$ cat src/iam_regs.svh
// Constants of the I/O assembly image mapper: image sizes, instances, byte and bit positions.
// Assumes a byte-serial image port on one system clock; no software registers.
// Contract
// - Input image is eight bytes, instance 101; inputs in bytes 2-5; bytes 6-7 zero.
// - Input byte 0 bit 7 is one while output supply is below about 18 V.
// - Input byte 1 bit 1 is one while control/input supply is below about 18 V.
// - Output image is twelve bytes, instance 102; bytes 0,1,7,9,10,11 reserved.
// - Valve coils 0..31 come from output bytes 2..5, coil 0 at byte 2 bit 0.
// - First output module channels 0..7 come from output byte 6.
// - Second output module channels 0..7 come from output byte 8.
// - Configuration image is sixteen bytes, instance 103.
`ifndef IAM_REGS_SVH
`define IAM_REGS_SVH
`define IAM_IN_LEN        8'h08
`define IAM_IN_INST       8'h65
`define IAM_OUT_LEN       8'h0C
`define IAM_OUT_INST      8'h66
`define IAM_CFG_LEN       8'h10
`define IAM_CFG_INST      8'h67
`define IAM_IN_PWR_OUT    8'h00
`define IAM_PWR_OUT_BIT   7
`define IAM_IN_PWR_CI     8'h01
`define IAM_PWR_CI_BIT    1
`define IAM_IN_MOD0_LO    8'h02
`define IAM_IN_MOD0_HI    8'h03
`define IAM_IN_MOD1_LO    8'h04
`define IAM_IN_MOD1_HI    8'h05
`define IAM_OUT_COIL0     8'h02
`define IAM_OUT_COIL3     8'h05
`define IAM_OUT_MOD0      8'h06
`define IAM_OUT_MOD1      8'h08
`endif

$ cat src/iam_pkg.sv
// Types of the I/O assembly image mapper.
// Assumes iam_regs.svh supplies the numeric constants.
package iam_pkg;
    typedef logic [7:0] iam_byte_t;
    typedef enum logic [1:0] {IAM_INST_IN, IAM_INST_OUT, IAM_INST_CFG, IAM_INST_NONE} iam_inst_e;
endpackage

$ cat src/iam_sync.sv
// Two-flop synchroniser bank for pin-level inputs.
// Assumes the inputs are asynchronous levels.
`timescale 1ns/1ps
`default_nettype none
module iam_sync #(
    parameter int W = 34
) (
    input  wire logic         ref_clk, // System clock
    input  wire logic         reset,   // Asynchronous reset, active high
    input  wire logic [W-1:0] din,     // Asynchronous levels
    output var  logic [W-1:0] dout     // Synchronised levels
);
    logic [W-1:0] meta_reg;
    always_ff @(posedge ref_clk or posedge reset) begin
        if (reset) begin
            meta_reg <= '0;
            dout     <= '0;
        end else begin
            meta_reg <= din;
            dout     <= meta_reg;
        end
    end
endmodule // iam_sync
`default_nettype wire

$ cat src/iam_mapper.sv
// I/O assembly image mapper: serves the input image byte by byte and unpacks the
// output image into coil and output-module pins. Assumes a byte-serial image port
// from the network stack on ref_clk; field pins are asynchronous.
`timescale 1ns/1ps
`default_nettype none
`include "iam_regs.svh"
module iam_mapper (
    input  wire logic              ref_clk,      // 125 MHz system clock
    input  wire logic              reset,        // Asynchronous reset, active high
    input  wire logic [15:0]       in_mod0,      // First input module channels (pins)
    input  wire logic [15:0]       in_mod1,      // Second input module channels (pins)
    input  wire logic              pwr_out_low,  // Output supply below about 18 V (pin)
    input  wire logic              pwr_ci_low,   // Control/input supply below 18 V (pin)
    input  wire logic              rd_req,       // Read one input image byte
    input  wire logic [7:0]        rd_inst,      // Assembly instance of the read
    input  wire logic [7:0]        rd_idx,       // Byte index of the read
    output var  iam_pkg::iam_byte_t rd_data,     // Read byte
    output var  logic              rd_ack,       // Read answered, one-cycle pulse
    output var  logic              rd_err,       // Read refused, one-cycle pulse
    input  wire logic              wr_req,       // Write one output image byte
    input  wire logic [7:0]        wr_inst,      // Assembly instance of the write
    input  wire logic [7:0]        wr_idx,       // Byte index of the write
    input  wire iam_pkg::iam_byte_t wr_data,     // Written byte
    output var  logic              wr_ack,       // Write accepted, one-cycle pulse
    output var  logic              wr_err,       // Write refused, one-cycle pulse
    output var  logic [31:0]       coil,         // Valve coils
    output var  logic [7:0]        out_mod0,     // First output module channels
    output var  logic [7:0]        out_mod1      // Second output module channels
);
    import iam_pkg::*;

    logic [33:0] pins_sync;
    logic [15:0] mod0_s;
    logic [15:0] mod1_s;
    logic        pwr_out_s;
    logic        pwr_ci_s;

    iam_sync #(.W(34)) u_sync (
        .ref_clk (ref_clk),
        .reset   (reset),
        .din     ({pwr_ci_low, pwr_out_low, in_mod1, in_mod0}),
        .dout    (pins_sync)
    );
    assign mod0_s    = pins_sync[15:0];
    assign mod1_s    = pins_sync[31:16];
    assign pwr_out_s = pins_sync[32];
    assign pwr_ci_s  = pins_sync[33];

    // Classify an access by its assembly instance
    function automatic iam_inst_e inst_of(input logic [7:0] inst);
        iam_inst_e r;
        r = IAM_INST_NONE;
        if (inst == `IAM_IN_INST) r = IAM_INST_IN;
        else if (inst == `IAM_OUT_INST) r = IAM_INST_OUT;
        else if (inst == `IAM_CFG_INST) r = IAM_INST_CFG;
        return r;
    endfunction

    // Input image byte; every bit not listed reads zero
    function automatic iam_byte_t in_byte(input logic [7:0] idx);
        iam_byte_t b;
        b = 8'h00;
        case (idx)
            `IAM_IN_PWR_OUT: b[`IAM_PWR_OUT_BIT] = pwr_out_s;
            `IAM_IN_PWR_CI:  b[`IAM_PWR_CI_BIT]  = pwr_ci_s;
            `IAM_IN_MOD0_LO: b = mod0_s[7:0];
            `IAM_IN_MOD0_HI: b = mod0_s[15:8];
            `IAM_IN_MOD1_LO: b = mod1_s[7:0];
            `IAM_IN_MOD1_HI: b = mod1_s[15:8];
            default:         b = 8'h00;
        endcase
        return b;
    endfunction

    // Configuration image layout is not defined here, so it is accepted and read as zero
    always_ff @(posedge ref_clk or posedge reset) begin
        if (reset) begin
            rd_data <= 8'h00;
            rd_ack  <= 1'b0;
            rd_err  <= 1'b0;
        end else begin
            rd_ack  <= 1'b0;
            rd_err  <= 1'b0;
            rd_data <= 8'h00;
            if (rd_req) begin
                case (inst_of(rd_inst))
                    IAM_INST_IN: begin
                        if (rd_idx < `IAM_IN_LEN) begin
                            rd_data <= in_byte(rd_idx);
                            rd_ack  <= 1'b1;
                        end else begin
                            rd_err <= 1'b1;
                        end
                    end
                    IAM_INST_CFG: begin
                        if (rd_idx < `IAM_CFG_LEN) rd_ack <= 1'b1;
                        else rd_err <= 1'b1;
                    end
                    default: rd_err <= 1'b1;
                endcase
            end
        end
    end

    always_ff @(posedge ref_clk or posedge reset) begin
        if (reset) begin
            wr_ack <= 1'b0;
            wr_err <= 1'b0;
        end else begin
            wr_ack <= 1'b0;
            wr_err <= 1'b0;
            if (wr_req) begin
                case (inst_of(wr_inst))
                    IAM_INST_OUT: begin
                        if (wr_idx < `IAM_OUT_LEN) wr_ack <= 1'b1;
                        else wr_err <= 1'b1;
                    end
                    IAM_INST_CFG: begin
                        if (wr_idx < `IAM_CFG_LEN) wr_ack <= 1'b1;
                        else wr_err <= 1'b1;
                    end
                    default: wr_err <= 1'b1;
                endcase
            end
        end
    end

    logic wr_out_ok;
    assign wr_out_ok = wr_req && (wr_inst == `IAM_OUT_INST);

    // Lane of a coil byte. The subtraction is cut to two bits on purpose: done at full
    // width it goes negative only for bytes 0 and 1, which the coil range check keeps out of the write.
    logic [1:0] coil_lane;
    assign coil_lane = 2'(wr_idx - `IAM_OUT_COIL0);

    // Reserved bytes fall through untouched; coil bytes are written one lane at a time
    always_ff @(posedge ref_clk or posedge reset) begin
        if (reset) begin
            coil <= 32'h0000_0000;
        end else if (wr_out_ok && wr_idx >= `IAM_OUT_COIL0 && wr_idx <= `IAM_OUT_COIL3) begin
            coil[{coil_lane, 3'b000} +: 8] <= wr_data;
        end
    end

    always_ff @(posedge ref_clk or posedge reset) begin
        if (reset) begin
            out_mod0 <= 8'h00;
            out_mod1 <= 8'h00;
        end else if (wr_out_ok) begin
            if (wr_idx == `IAM_OUT_MOD0) out_mod0 <= wr_data;
            if (wr_idx == `IAM_OUT_MOD1) out_mod1 <= wr_data;
        end
    end

    a_in_pad_zero: assert property (@(posedge ref_clk) disable iff (reset)
        rd_req && rd_inst == `IAM_IN_INST && rd_idx >= 8'h06 && rd_idx < 8'h08
        |=> rd_ack && rd_data == 8'h00)
        else $error("input pad byte not zero");
    a_pwr_out_bit: assert property (@(posedge ref_clk) disable iff (reset)
        rd_req && rd_inst == `IAM_IN_INST && rd_idx == 8'h00
        |=> rd_data == {$past(pwr_out_s), 7'h00})
        else $error("byte 0 wrong");
    a_pwr_ci_bit: assert property (@(posedge ref_clk) disable iff (reset)
        rd_req && rd_inst == `IAM_IN_INST && rd_idx == 8'h01
        |=> rd_data == {6'h00, $past(pwr_ci_s), 1'b0})
        else $error("byte 1 wrong");
    a_out_len: assert property (@(posedge ref_clk) disable iff (reset)
        wr_req && wr_inst == `IAM_OUT_INST |=> (wr_ack == ($past(wr_idx) < 8'h0C)) && wr_ack != wr_err)
        else $error("output length check wrong");
    a_coil_byte: assert property (@(posedge ref_clk) disable iff (reset)
        wr_req && wr_inst == `IAM_OUT_INST && wr_idx == 8'h03 |=> coil[15:8] == $past(wr_data))
        else $error("coil byte not written");
    a_mod0_write: assert property (@(posedge ref_clk) disable iff (reset)
        wr_req && wr_inst == `IAM_OUT_INST && wr_idx == 8'h06 |=> out_mod0 == $past(wr_data))
        else $error("module 0 not written");
    a_mod1_write: assert property (@(posedge ref_clk) disable iff (reset)
        wr_req && wr_inst == `IAM_OUT_INST && wr_idx == 8'h08 |=> out_mod1 == $past(wr_data))
        else $error("module 1 not written");
    a_cfg_len: assert property (@(posedge ref_clk) disable iff (reset)
        rd_req && rd_inst == `IAM_CFG_INST |=> rd_ack == ($past(rd_idx) < 8'h10))
        else $error("config length wrong");
    a_resv_ignored: assert property (@(posedge ref_clk) disable iff (reset)
        wr_req && wr_inst == `IAM_OUT_INST
        && (wr_idx <= 8'h01 || wr_idx == 8'h07 || wr_idx >= 8'h09)
        |=> $stable(coil) && $stable(out_mod0) && $stable(out_mod1))
        else $error("reserved byte changed outputs");

    c_read_in: cover property (@(posedge ref_clk) disable iff (reset) rd_ack && rd_data != 8'h00);
    c_write_coil: cover property (@(posedge ref_clk) disable iff (reset) wr_ack && coil != 32'h0);
    c_refused: cover property (@(posedge ref_clk) disable iff (reset) wr_err);
    c_cfg_read: cover property (@(posedge ref_clk) disable iff (reset)
        rd_ack && $past(rd_inst) == `IAM_CFG_INST);
    c_supply_low: cover property (@(posedge ref_clk) disable iff (reset) rd_ack && rd_data[7]);

    // Every lane of the coil word, the low half of mod0_s and the high half of mod1_s are checked, since
    // a wrong lane select only shows on the upper bytes.
    a_coil_low: assert property (@(posedge ref_clk) disable iff (reset)
        wr_req && wr_inst == `IAM_OUT_INST && wr_idx == 8'h02 |=> coil[7:0] == $past(wr_data))
        else $error("coil byte 0 not written");
    a_coil_mid: assert property (@(posedge ref_clk) disable iff (reset)
        wr_req && wr_inst == `IAM_OUT_INST && wr_idx == 8'h04 |=> coil[23:16] == $past(wr_data))
        else $error("coil byte 2 not written");
    a_coil_top: assert property (@(posedge ref_clk) disable iff (reset)
        wr_req && wr_inst == `IAM_OUT_INST && wr_idx == 8'h05 |=> coil[31:24] == $past(wr_data))
        else $error("coil byte 3 not written");
    a_in_mod0_lo: assert property (@(posedge ref_clk) disable iff (reset)
        rd_req && rd_inst == `IAM_IN_INST && rd_idx == `IAM_IN_MOD0_LO
        |=> rd_data == 8'($past(mod0_s)))
        else $error("input byte 2 wrong");
    a_in_mod1_hi: assert property (@(posedge ref_clk) disable iff (reset)
        rd_req && rd_inst == `IAM_IN_INST && rd_idx == `IAM_IN_MOD1_HI
        |=> rd_data == 8'($past(mod1_s) >> 8))
        else $error("input byte 5 wrong");
    a_rd_answer: assert property (@(posedge ref_clk) disable iff (reset)
        rd_req |=> rd_ack != rd_err)
        else $error("read not answered once");
    a_rd_quiet: assert property (@(posedge ref_clk) disable iff (reset)
        !rd_req |=> !rd_ack && !rd_err && rd_data == 8'h00)
        else $error("read answer without request");
    a_wr_answer: assert property (@(posedge ref_clk) disable iff (reset)
        wr_req |=> wr_ack != wr_err)
        else $error("write not answered once");
    a_wr_quiet: assert property (@(posedge ref_clk) disable iff (reset)
        !wr_req |=> !wr_ack && !wr_err)
        else $error("write answer without request");
endmodule // iam_mapper
`default_nettype wire

$ cat config.mk
export PLATFORM = sky130hd
export DESIGN_NAME = iam_mapper
export DESIGN_NICKNAME = d
export VERILOG_FILES = /design/src/iam_pkg.sv /design/src/iam_sync.sv /design/src/iam_mapper.sv
export VERILOG_INCLUDE_DIRS = /design/src
export SDC_FILE = /design/constraint.sdc
export NUM_CORES = 1
export LEC_CHECK = 0
export BUFFER_PORTS_ARGS = -buffer_cell sky130_fd_sc_hd__buf_2
export CORE_AREA = 2 2 130 132
export DETAILED_ROUTE_END_ITERATION = 8
export DIE_AREA = 0 0 132 134
export SYNTH_ARGS = -nofsm -noshare
export SYNTH_HDL_FRONTEND = slang
export SYNTH_SLANG_ARGS = --single-unit
$ cat constraint.sdc
create_clock -name ref_clk -period 5.64 [get_ports ref_clk]
set_input_delay 1.692 -clock ref_clk [delete_from_list [all_inputs] [get_ports ref_clk]]
set_output_delay 1.692 -clock ref_clk [all_outputs]
set_load 0.01 [all_outputs]
==> summary.md, run 1 <==
| Metric | Value |
|---|---|
| Status | complete, no violations |
| Hold Crit Class | register to register |
| Yosys Warn Count | 0 |
| Area grow syn2layout | 32.3% |
| Yosys reg bits | 128 |
| Post_cts resized | 0 |
| RR Endpoint | rd_data[1] |
| RSZ-0062 raised after global routing | no |
| Worst-Skew Late Latency | 410 ps |
| I/O pins | 138 |
| Layout cells sized above 1 | 39.7% |
| Setup TNS | 0 ps |
| Final Hold Vio Count | 0 |
| Clock Sinks | 128 |
| Cell variety after synth | 35 |
| CTS tree | yes |
| Slew HR | 37.0% |
| Final setup viols | 0 |
| CTS buffer count | 17 |
| CP Buf/Inv Count | 1 |
| Fin. max-slew vios | 0 |
| Total GRT Usage | 13.2% |
| Achievable Freq | 323 MHz |
| DIE WIDTH | 132 µm |
| Worst setup EP type | register |
| FF-to-FF setup slack | 4640 ps |
| Final antenna-violating net count | 0 |
| I/O Buffers | 137 |
| First-pass GRT wire length | 17600 µm |
| Skew final | 3.87 ps |
| Dpl cells | 698 |
| Fin crit period | 3100 ps |
| Via count | 3091 |
| CP max-delay cell | nor3_4 |
| Wire per inst | 15.1 µm |
| Worst-path fanout max | 8 |
| Crit path DAT | 3390 ps |
| Crit Path Category | input port to register |
| VDD IR max | 200 µV |
| Crit. Startpoint | wr_inst[0] |
| CP Data Required Time | 5930 ps |
| Vias in the first global route | 3410 |
| Seq/Total Area, Yosys | 66.7% |
| Critical path launch point type | input port |
| Initial Util | 29.5% |
| Slew of the pin with the lowest slew margin | 937 ps |
| Total power | 2.14 mW |
| Syn_nets | 431 |
| DRC viols | 0 |
| Post-Layout Cell Count | 729 |
| Reg2reg start | u_sync.dout[25] |
| Starting DRC count in detailed routing | 84 |
| Leak | 3.16 nW |
| CTS H-Tree Depth | 4 |
| N_diodes | 0 |
| Post-Syn Instances | 344 |
| Fin crit share | 54.9% |
| Initial DRT Pass Iterations | 4 |
| Final net count | 584 |
| Post-CTS Setup Inserts | 0 |
| Detailed placement HPWL | 8060 µm |
| Clock transition at path regs | 60 ps |
| Cell family contributing the most delay on the critical path | simple AND/OR/NAND/NOR gates |
| R2r worst-path depth | 4 |
| Mean post-synth cell area | 14.0 µm² |
| CP Depth | 5 |
| CTS max path bufs | 2 |
| Crit path cell chain | buf_2 -> nor3b_1 -> nand4_2 -> nor3_4 -> mux2_2 |
| Hold buffers post-CTS | 0 |
| Pwr dens | 338 nW/µm² |
| GPL Wtd Cong | 0.784 |
| Die height | 134 µm |
| Placeable Area | 16300 µm² |
| Largest net degree at the start of global routing | 45 |
| Utilization after layout | 39.0% |
| Vias per cell | 4.24 |
| Initial antenna violation count | 0 |
| CP Capture Point | out_mod0[2] |
| CP max stage delay | 570 ps |
| Total grt overflow | 0 |
| Synth Cell Area | 4800 µm² |
| Core Rows | 47 |
| Max-cap violation count | 0 |
| Die area | 17700 µm² |
| Post-Route WL | 11000 µm |
| Root buf cell | clkbuf_16 |
## cell usage after synthesis
library cell  count  area [µm²]
dfrtp_1         128        3200
mux2i_1          48         480
inv_1            41         154
nand2_1          36         135
mux2_2           17         191
nor2_1           10        37.5
ha_1              9         113
o22a_1            8        70.1
nor3_4            5        81.3
and2_1            3        18.8
and2b_2           3        26.3
and3_1            3        18.8
clkbuf_1          3        11.3
nand2b_1          3        18.8
nor3_1            3        15.0
nand3_1           2        10.0
nor4_4            2        42.5
nor4b_1           2        17.5
o21a_1            2        15.0
a21oi_1           1        5.00
a2bb2oi_1         1        8.76
and2b_1           1        7.51
and4b_1           1        10.0
buf_1             1        3.75
buf_2             1        5.00
nand2_4           1        11.3
nand3b_1          1        7.51
nand4_1           1        6.26
nand4_2           1        12.5
nor2b_1           1        6.26
nor3b_1           1        7.51
o2111ai_4         1        26.3
or2b_2            1        8.76
or3b_2            1        8.76
xor2_1            1        8.76
## power by group
group	internal, mW	switching, mW	total [mW]
sequential	0.944	0.00656	0.951
combinational	0.0404	0.0629	0.103
clock	0.693	0.398	1.09
total	1.68	0.467	2.14
## area by class of cell
cell class                 instances  area, µm²
multi-input combinational        170       1430
sequential                       128       3200
clock buffer                      18        429
timing repair buffer             139        701
tap                              220        275
fill                            1583       9940
clock inverter                    13        163
inverter                          41        156
## cells in the final DEF (no fill, tap or decap), drive strengths merged, types with 2 or more instances in the layout
cell and instances:
ha 9, nor2 10, o22a 8, clkbuf 18, nor4b 2, nand2 37, and2 3, nand3 2
nor3 8, o21a 2, bufinv 3, mux2i 48, dfrtp 128, clkinv 5, nand4 2, buf 139
inv 43, clkinvlp 3, mux2 17, and2b 4, nand2b 3, nor4 2, and3 3
## worst register-to-register path, stage by stage (launching register included)
cell     delay [ps]
dfrtp_1         330
mux2i_1          60
mux2_2          260
o22a_1          190
nor2_1           80
## stage by stage
step	cell area (µm²)	hold WS, ps	setup WS (ps)
3_3_place_gp	5760	333	2150
5_1_grt	6350	350	2420
3_5_place_dp	5760	335	2090
4_1_cts	6350	347	2530
6_report	6350	344	2540
2_1_floorplan	4800	331	535
## how the worst min path moves through the flow
stage                     depth (start not counted)           startpoint               to
after floorplan                                   0   u_sync.meta_reg[0]   u_sync.dout[0]
after global placement                            0  u_sync.meta_reg[10]  u_sync.dout[10]
after detailed placement                          0  u_sync.meta_reg[17]  u_sync.dout[17]
after CTS                                         0   u_sync.meta_reg[8]   u_sync.dout[8]
after global routing                              0  u_sync.meta_reg[14]  u_sync.dout[14]
final                                             0   u_sync.meta_reg[3]   u_sync.dout[3]
## cells by family (layout without fill, tap and decap cells)
family | count (synthesis) | count (layout) | share of synthesized area [%]
flip-flops | 128 | 128 | 66.7
AND/OR/NAND/NOR | 82 | 82 | 10.6
multiplexers | 65 | 65 | 14.0
buffers and inverters | 46 | 211 | 3.62
AO/OA/AOI/OAI | 13 | 13 | 2.60
adder cells (fa/ha/maj) | 9 | 9 | 2.34
XOR/XNOR | 1 | 1 | 0.182
## layer usage
layer / up-vias / routed length, µm / GRT usage, % / part of all wire [%]
li1: 1440 / - / - / -
met1: 1517 / 4510 / 14.8 / 41
met2: 114 / 5430 / 22.3 / 49
met3: 20 / 813 / 5.33 / 7.4
met4: 0 / 251 / 5.50 / 2.3
met5: - / 0 / 0 / 0
Power figures use the tool's default switching activity.
==> run 2, diff against run 1 <==
- clock period: 5.64 -> 3.2 ns (I/O delays scaled with it)
==> run 2 against run 1 <==
Effect of this change: global-route usage up 0.24 points; critical path depth unchanged; non-clock buffer count up 2; sequential cell count unchanged; first-iteration DRC count up 52%; core utilization up 0.077 points; combinational power up 78%; sequential power up 77%; clock power up 70%; routed wire length up 0.73%; sequential share of layout area down 0.099 points.
==> summary.md, run 2 (synthesis results as in run 1) <==
| Metric | Value |
|---|---|
| Status | complete, no violations |
| Final antenna-violating net count | 0 |
| DRC viols | 0 |
| CP Data Required Time | 3500 ps |
| DIE WIDTH | 132 µm |
| Layout cells sized above 1 | 40.0% |
| Grt met1 use | 15.7% |
| Fin. max-slew vios | 0 |
| Via count | 3093 |
| Die area | 17700 µm² |
| Slew HR | 51.9% |
| Area grow syn2layout | 32.5% |
| Core Rows | 47 |
| Starting DRC count in detailed routing | 128 |
| Fin crit share | 70.7% |
| I/O pins | 138 |
| Achievable Freq | 442 MHz |
| GPL Wtd Cong | 0.793 |
| Worst-path fanout max | 8 |
| Max-cap violation count | 0 |
| GR Util met2 | 21.8% |
| Largest net degree at the start of global routing | 129 |
| Initial Util | 29.5% |
| Final net count | 586 |
| Initial DRT Pass Iterations | 4 |
| Skew final | 4.51 ps |
| Total GRT Usage | 13.4% |
| Slew of the pin with the lowest slew margin | 721 ps |
| Setup TNS | 0 ps |
| Hold Crit Class | register to register |
| Initial antenna violation count | 0 |
| Clock Sinks | 128 |
| Root buf cell | clkbuf_16 |
| Worst setup EP type | register |
| N_diodes | 0 |
| Post-Layout Cell Count | 732 |
| Grt met3 use | 5.40% |
| Most frequent cells in the layout | buf_2 (137), dfrtp_1 (128), mux2i_1 (48), inv_1 (40), nand2_1 (36) |
| CTS buffer count | 17 |
| VDD IR max | 363 µV |
| I/O Buffers | 137 |
| Pwr dens | 583 nW/µm² |
| CTS max path bufs | 2 |
| Post-Route WL | 11100 µm |
| GR peak layer | met2 |
| Placeable Area | 16300 µm² |
| RSZ-0062 raised after global routing | no |
| Post_cts resized | 0 |
| Critical path launch point type | input port |
| CTS tree | yes |
| Hold buffers post-CTS | 0 |
| Worst-Skew Late Latency | 410 ps |
| Leak | 3.16 nW |
| Wire per inst | 15.1 µm |
| Clock transition at path regs | 60 ps |
| Final Hold Vio Count | 0 |
| Post-CTS Setup Inserts | 0 |
| Crit Path Category | input port to register |
| Vias in the first global route | 3383 |
| Dpl cells | 700 |
| Total grt overflow | 0 |
| Fin crit period | 2260 ps |
| Crit path DAT | 2560 ps |
| Die height | 134 µm |
| CTS H-Tree Depth | 4 |
| Filler cells | 1586 |
| Detailed placement HPWL | 8070 µm |
| Commonest non-fill, non-tap cell in the layout | buf_2 |
| First-pass GRT wire length | 17900 µm |
| Vias per cell | 4.23 |
| Final setup viols | 0 |
[run 2: cell count changes in the layout (fill, tap and decap cells not counted)]
cell,change
buf_12,+1
buf_4,+1
bufinv_16,-2
clkbuf_8,+3
clkinv_2,-1
clkinvlp_4,+2
inv_4,-1
[run 2: path summary, 6_finish.rpt]
check                           cells after the start                   to                 from  slack, ps
worst max-delay path                                5          out_mod0[5]           wr_inst[0]        940
worst min-delay path                                0      u_sync.dout[33]  u_sync.meta_reg[33]        340
worst max register to register                      4           rd_data[1]      u_sync.dout[25]       2200
worst min register to register                      0      u_sync.dout[33]  u_sync.meta_reg[33]        340
max in group asynchronous                           3              coil[8]                reset       1910
min in group asynchronous                           3  u_sync.meta_reg[19]                reset        690
[run 2: per-layer routing]
metal	vias up	wire length, µm
li1	1442	-
met3	22	814
met4	0	244
met1	1510	4610
met5	-	0
met2	119	5410
[run 2: where the power goes]
group	total (mW)	internal, mW	switching (mW)
sequential	1.68	1.66	0.0118
combinational	0.183	0.0743	0.109
clock	1.85	1.13	0.717
[run 2: cell type report]
class / instances / area, µm² / share of cell area, %
Clock buffer: 21 / 470 / 7.39
Clock inverter: 11 / 105 / 1.65
Tap cell: 220 / 275 / 4.32
Sequential cell: 128 / 3200 / 50.3
Timing Repair Buffer: 141 / 728 / 11.4
Multi-Input combinational cell: 170 / 1430 / 22.4
Inverter: 41 / 158 / 2.48
[run 2: worst max-delay path: stages]
cell and delay [ps]:
buf_2 120, nor3b_1 250, nand4_2 370, nor3_4 480, mux2_2 390
[run 2: metrics by stage]
step,hold slack [ps],area [µm²],setup slack [ps],util (%),total power [mW]
3_3_place_gp,332,5790,558,35.5,1.89
6_report,342,6370,937,39.1,3.71
2_1_floorplan,331,4810,659,-,1.79
5_1_grt,340,6370,808,39.1,3.85
4_1_cts,342,6370,939,39.1,3.76
3_5_place_dp,335,5790,496,35.5,1.89
